$ cat config.mk
export PLATFORM = sky130hd
export DESIGN_NAME = rfrl_bank
export DESIGN_NICKNAME = d
export VERILOG_FILES = /design/src/design/rfrl_pkg.sv /design/src/design/rfrl_field_bit.sv /design/src/design/rfrl_encode_check.sv /design/src/design/rfrl_bank.sv
export SDC_FILE = /design/constraint.sdc
export NUM_CORES = 1
export LEC_CHECK = 0
export BUFFER_PORTS_ARGS = -buffer_cell sky130_fd_sc_hd__buf_2
export CORE_ASPECT_RATIO = 0.7
export CORE_MARGIN = 10
export CORE_UTILIZATION = 40
export CTS_BUF_LIST = sky130_fd_sc_hd__clkbuf_8 sky130_fd_sc_hd__clkbuf_16
export DETAILED_ROUTE_END_ITERATION = 10
export GPL_TIMING_DRIVEN = 0
export PLACE_DENSITY = 0.57
export SYNTH_ARGS = -nofsm -noshare
export SYNTH_HDL_FRONTEND = slang
export SYNTH_SLANG_ARGS = --single-unit
$ cat constraint.sdc
create_clock -name sys_clk -period 1.46 [get_ports sys_clk]
set_input_delay 0.073 -clock sys_clk [delete_from_list [all_inputs] [get_ports sys_clk]]
set_output_delay 0.073 -clock sys_clk [all_outputs]
set_load 0.02 [all_outputs]
$ cat src/design/rfrl_pkg.sv
package rfrl_pkg;
  localparam int unsigned DATA_W     = 32;
  localparam int unsigned NUM_REGS   = 8;
  localparam int unsigned ADDR_W     = 3;
  localparam int unsigned ENC_W      = 2;
  // encoding class of an access
  localparam logic [1:0]  ENC_NORMAL = 2'h0;
  localparam logic [1:0]  ENC_RSV32  = 2'h1;
  localparam logic [1:0]  ENC_RSV64  = 2'h2;
  // field kind per bit
  localparam logic [2:0]  KIND_FUNC   = 3'h0;
  localparam logic [2:0]  KIND_RZ     = 3'h1;
  localparam logic [2:0]  KIND_RO     = 3'h2;
  localparam logic [2:0]  KIND_CTXRZ  = 3'h3;
  localparam logic [2:0]  KIND_CTXRO  = 3'h4;
  localparam logic [2:0]  KIND_MIXED  = 3'h5;
  localparam logic [DATA_W-1:0] RST_VALUE = 32'h0000_0000;
  localparam logic [DATA_W-1:0] UNK_VALUE = 32'h0000_0000;
endpackage

$ cat src/design/rfrl_field_bit.sv
`timescale 1ns/10ps
`default_nettype none
module rfrl_field_bit #(
  parameter logic [2:0] KIND     = rfrl_pkg::KIND_FUNC,
  parameter bit         STORAGE  = 1'b1,
  parameter bit         MIX_STORE = 1'b1,
  parameter logic       RST_BIT  = 1'b0
) (
  input  wire logic sys_clk,
  input  wire logic sys_rst,
  input  wire logic wr_direct,
  input  wire logic wr_indirect,
  input  wire logic wr_bit,
  input  wire logic ctx_rsv,
  output logic      rd_bit
);
  logic store_q;
  logic hard;
  logic fval;
  assign hard = (KIND == rfrl_pkg::KIND_RZ || KIND == rfrl_pkg::KIND_RO)
                && !STORAGE;
  assign fval = (KIND == rfrl_pkg::KIND_RO || KIND == rfrl_pkg::KIND_CTXRO);

  always_ff @(posedge sys_clk) begin
    if (sys_rst) begin
      store_q <= RST_BIT;
    end else if (wr_indirect && (KIND == rfrl_pkg::KIND_RZ ||
               KIND == rfrl_pkg::KIND_RO ||
               ((KIND == rfrl_pkg::KIND_CTXRZ ||
                 KIND == rfrl_pkg::KIND_CTXRO) && ctx_rsv))) begin
      store_q <= fval;
    end else if (wr_direct || wr_indirect) begin
      store_q <= wr_bit;
    end
  end

  always_comb begin
    if (hard) begin
      rd_bit = fval;
    end else if (KIND == rfrl_pkg::KIND_MIXED && !MIX_STORE) begin
      rd_bit = 1'b0;
    end else begin
      rd_bit = store_q;
    end
  end
endmodule
`default_nettype wire

$ cat src/design/rfrl_encode_check.sv
`timescale 1ns/10ps
`default_nettype none
module rfrl_encode_check (
  input  wire logic [1:0] enc_class,
  output logic            unpred,
  output logic            undef
);
  assign unpred = (enc_class == rfrl_pkg::ENC_RSV32);
  assign undef  = (enc_class == rfrl_pkg::ENC_RSV64);
endmodule
`default_nettype wire

$ cat src/design/rfrl_bank.sv
`timescale 1ns/10ps
`default_nettype none
// Summary of operation
// - hardwired zero reserved bits read 0, writes dropped
// - stored zero reserved bits cleared by indirect write
// - writable reserved bits read last value written, reset value first
// - direct write updates the bit's own storage element
// - reserved bit values drive nothing except read data
// - constant or storage chosen per bit by parameter
// - context reserved bits always stored, indirect write with ctx_rsv set forces 0 or 1
// - hardwired one reserved bits read 1, writes dropped
// - stored one reserved bits set by indirect write
// - mixed zero/one bits either ignore writes or store them
// - read-only reserved bits read 0 or 1 by kind
// - reserved 32-bit encodings unpredictable, 64-bit raise exception
// - unknown read data never leaks privileged information
module rfrl_bank #(
  parameter logic [2:0] KIND [32]  = '{default: rfrl_pkg::KIND_FUNC},
  parameter logic [31:0] STORAGE   = 32'hffff_ffff,
  parameter logic [31:0] MIX_STORE = 32'hffff_ffff
) (
  input  wire logic        sys_clk,
  input  wire logic        sys_rst,
  input  wire logic        acc_valid,
  input  wire logic        acc_write,
  input  wire logic        acc_indirect,
  input  wire logic [1:0]  acc_enc,
  input  wire logic [2:0]  acc_addr,
  input  wire logic [31:0] acc_wdata,
  input  wire logic        ctx_rsv,
  output logic [31:0]      rdata_q,
  output logic             rvalid_q,
  output logic             undef_q,
  output logic             unpred_q,
  output logic [31:0]      func_q
);
  logic [31:0] rd_bits [8];
  logic [7:0]  sel;
  logic        unpred;
  logic        undef;
  logic        ok;

  rfrl_encode_check u_enc (
    .enc_class (acc_enc),
    .unpred    (unpred),
    .undef     (undef)
  );

  assign ok = acc_valid && !undef && !unpred;

  genvar r;
  genvar b;
  generate
    for (r = 0; r < 8; r++) begin : g_reg
      assign sel[r] = ok && acc_write && (acc_addr == 3'(r));
      for (b = 0; b < 32; b++) begin : g_bit
        rfrl_field_bit #(
          .KIND      (KIND[b]),
          .STORAGE   (STORAGE[b]),
          .MIX_STORE (MIX_STORE[b]),
          .RST_BIT   (rfrl_pkg::RST_VALUE[b])
        ) u_bit (
          .sys_clk     (sys_clk),
          .sys_rst     (sys_rst),
          .wr_direct   (sel[r] && !acc_indirect),
          .wr_indirect (sel[r] && acc_indirect),
          .wr_bit      (acc_wdata[b]),
          .ctx_rsv     (ctx_rsv),
          .rd_bit      (rd_bits[r][b])
        );
      end
    end
  endgenerate

  function automatic logic [31:0] func_mask();
    logic [31:0] m;
    m = '0;
    for (int i = 0; i < 32; i++) begin
      m[i] = (KIND[i] == rfrl_pkg::KIND_FUNC);
    end
    return m;
  endfunction

  always_ff @(posedge sys_clk) begin
    if (sys_rst) begin
      rdata_q  <= 32'h0000_0000;
      rvalid_q <= 1'b0;
    end else begin
      rvalid_q <= acc_valid && !acc_write && !undef;
      if (acc_valid && !acc_write) begin
        rdata_q <= (unpred || undef) ? rfrl_pkg::UNK_VALUE :
                   rd_bits[acc_addr];
      end
    end
  end

  always_ff @(posedge sys_clk) begin
    if (sys_rst) begin
      undef_q  <= 1'b0;
      unpred_q <= 1'b0;
    end else begin
      undef_q  <= acc_valid && undef;
      unpred_q <= acc_valid && unpred;
    end
  end

  always_ff @(posedge sys_clk) begin
    if (sys_rst) begin
      func_q <= 32'h0000_0000;
    end else begin
      func_q <= rd_bits[0] & func_mask();
    end
  end
endmodule
`default_nettype wire

==> qor.yml <==
clock_network:
  cts_root_buf: "clkbuf_16"
  cts.sink_count: 323
  cts_made_buffers: 31
  clkTransAtPathRegs_ns: 0.06
  tritoncts: "done"
  insertion_delay_ns: 0.58
  h-tree-depth: 1
  post_cts_buffers: 0
  cts.path.max_buffers: 3
timing:
  skew_ns: 0.0177
  maxSlewHeadroom: 0.284
  hold_ws_ns: 0.00385
  finalCritPeriodShare: 1.03
  worstMarginPinSlew_ns: 1.07
  setup-violations-final: 11
  hold_viol: 0
  max_clock_freq_mhz: 663
  worst_slack_ns: -0.0473
  rsz0062_at_grt: "true"
  maxSlewViolCount: 0
  post-route-min-period_ns: 1.51
detailed_routing:
  ant_nets: 0
  first_iter_violations: 1251
  via_per_inst: 5.49
  route.detailed.drc: 0
  wl_per_cell_um: 22.2
  first_pass_iters: 5
  via_count: 12100
  totalWireLength_um: 48800
synthesis:
  yosysTopAreaCellShare: 0.498
  synthTopCellsByCount: "nand2_1, dfxtp_1, a21oi_1, mux2i_1, clkbuf_1"
  ys_warn_count: 0
  syn_avg_cell_area_um2: 8.07
  synth_ff_type: "dfxtp_1"
  syn_area_mm2: 0.0130
  ys_ff_latch: 323
  synth_largest_area_cell: "dfxtp_1"
  synth_nets: 1656
  synth_async_sr_flop_share: 0
  yosysMostFrequentCell: "nand2_1"
  yosysSeqAreaShare: 0.498
  ys_types: 29
  synth-edff-count: 0
  syn_inst: 1611
  synth_area_leaders: "dfxtp_1, nand2_1, a21oi_1"
run_status:
  status: "complete, but fails checks"
  violations: "setup timing"
pwr:
  power_switching_mw: 4.44
  clkPwrFrac: 0.432
  irDropWorstVdd_mv: 0.761
  power_frac_comb: 0.074
  p_int_mw: 13.6
  p_leak_nw: 5.79
  power_frac_seq: 0.494
  swShare: 0.246
  power_mw: 18.1
  powerDensity_mw_per_mm2: 1180
floorplanning:
  die_y_um: 171
  die_x_um: 235
  dieArea_mm2: 0.0402
  core_mm2: 0.0322
  row_count: 55
  ioPinCount: 110
  start_util: 0.403
worst_hold_path:
  hp-class: "primary input to flop"
  hold_depth: 4
  hold_path_end: "rdata_q[31]"
  min_from: "acc_valid"
setup_path:
  critPathMostFrequentCell: "clkbuf_1"
  crit_path_top_delay_cell: "clkbuf_1"
  start_kind: "primary input"
  reg2reg_to: "rdata_q[14]"
  ff2ff_setup_slack_ns: 0.17
  path_cells: "buf_2 > clkbuf_1 > clkbuf_1 > clkbuf_1 > a21oi_1"
  end_kind: "flop"
  cp.required_ns: 1.86
  slowest_delay_ns: 0.82
  r2r_start: "g_reg[0].g_bit[14].u_bit.rd_bit"
  crit_fanout: 10
  reg2reg_depth: 4
  path_class: "primary input to flop"
  cp.arrival_ns: 1.91
global_route:
  overflow: 0
  grt_max_degree: 16
  grt_pass1_wl_um: 71400
  antenna_found_initial: 1
  grt_pass1_vias: 11200
  track_usage: 0.233
cells_and_area:
  area_delta_synth_final_pct: 18.4
  layout.nets: 1800
  drive_above_1_share: 0.133
  final_cells: 2201
placed_design:
  place_congestion: 0.886
  dp.cells: 2112
  port_buffers: 74
  hpwl_um: 33700
job:
  maxCapViolCount: 0
==> power by group through the flow <==
| stage | Combinational (mW) | Sequential (mW) | Clock, mW |
|---|---|---|---|
| 5_1_grt | 1.39 | 8.94 | 8.25 |
| 6_report | 1.34 | 8.93 | 7.82 |
| 3_3_place_gp | 1.20 | 9.13 | 0 |
| 3_5_place_dp | 1.21 | 9.13 | 0 |
| 2_1_floorplan | 0.689 | 9.15 | 0 |
| 4_1_cts | 1.29 | 8.93 | 7.91 |
==> final cells by class <==
class                           instances  area, um^2
Fill cell                            3178       16800
Sequential cell                       323        6470
Multi-Input combinational cell       1120        5740
Buffer                                162         925
Clock buffer                           35         831
Timing Repair Buffer                  111         741
Tap cell                              427         534
Clock inverter                         16         126
Inverter                                6        22.5
Antenna cell                            1        2.50
==> through the flow <==
stage / instance area (um^2) / setup slack, ns / setup TNS (ns) / utilization
after floorplan: 13100 / 0.0189 / 0 / -
after global placement: 14000 / -0.988 / -138.45 / 0.435
after detailed placement: 14000 / -0.970 / -145.37 / 0.435
after CTS: 15300 / -0.00537 / -0.0110 / 0.476
after global routing: 15400 / -0.0838 / -1.13 / 0.478
final: 15400 / -0.0473 / -0.196 / 0.478
==> cell families after synthesis <==
kind of cell	after synthesis	synth area share
multiplexers	95	0.0742
buffers and inverters	168	0.0629
flip-flops	323	0.498
adder cells (fa/ha/maj)	2	0.00193
AND/OR/NAND/NOR	670	0.209
AO/OA/AOI/OAI	353	0.154
==> flip-flops by register name, indices dropped and copies added (netlist names) <==
| signal | count |
|---|---|
| func_q | 32 |
| unpred_q | 1 |
| g.g_bit.u_bit.rd_bit | 256 |
| rdata_q | 32 |
| undef_q | 1 |
| rvalid_q | 1 |
==> how the worst max path moves through the flow <==
stage	slack, ns	endpoint	from
3_3_place_gp	-0.99	rdata_q[13]	acc_enc[0]
2_1_floorplan	0.02	g_reg[1].g_bit[0].u_bit.rd_bit	acc_enc[0]
4_1_cts	-0.005	g_reg[6].g_bit[30].u_bit.rd_bit	sys_rst
5_1_grt	-0.08	g_reg[3].g_bit[27].u_bit.rd_bit	sys_rst
3_5_place_dp	-0.97	rdata_q[13]	acc_enc[0]
6_report	-0.05	g_reg[3].g_bit[27].u_bit.rd_bit	sys_rst
==> layer usage <==
metal	up-vias	global-route usage	wire, um
li1	5650	-	-
met1	5728	0.319	21500
met2	605	0.348	20500
met3	91	0.0655	5350
met4	0	0.0731	1430
met5	-	0	0
==> placed cells by master, fill, tap and decap left out, types with 12 or more instances in the layout <==
cell	n
nand2_1	578
dfxtp_1	323
a21oi_1	256
buf_2	109
mux2i_1	93
clkbuf_1	46
dlygate4sd3_1	37
nor2b_1	34
buf_4	33
nor3_1	32
a211oi_1	32
o22ai_1	31
o221ai_1	31
clkbuf_16	31
clkbuf_2	22
buf_6	13
inv_1	12
==> critical path: cells and delay by family <==
family                 cells  cell delay, ns
buffers and inverters      4            1.74
AOI/OAI and AO/OA          1            0.09
==> what timing repair did <==
action                     4_1_cts  5_1_grt
gates resized for setup          6       46
setup endpoints to repair       54      139
hold endpoints to repair       261        2
hold buffers                    36        1
Note: power is estimated with default switching activity, not from simulation.
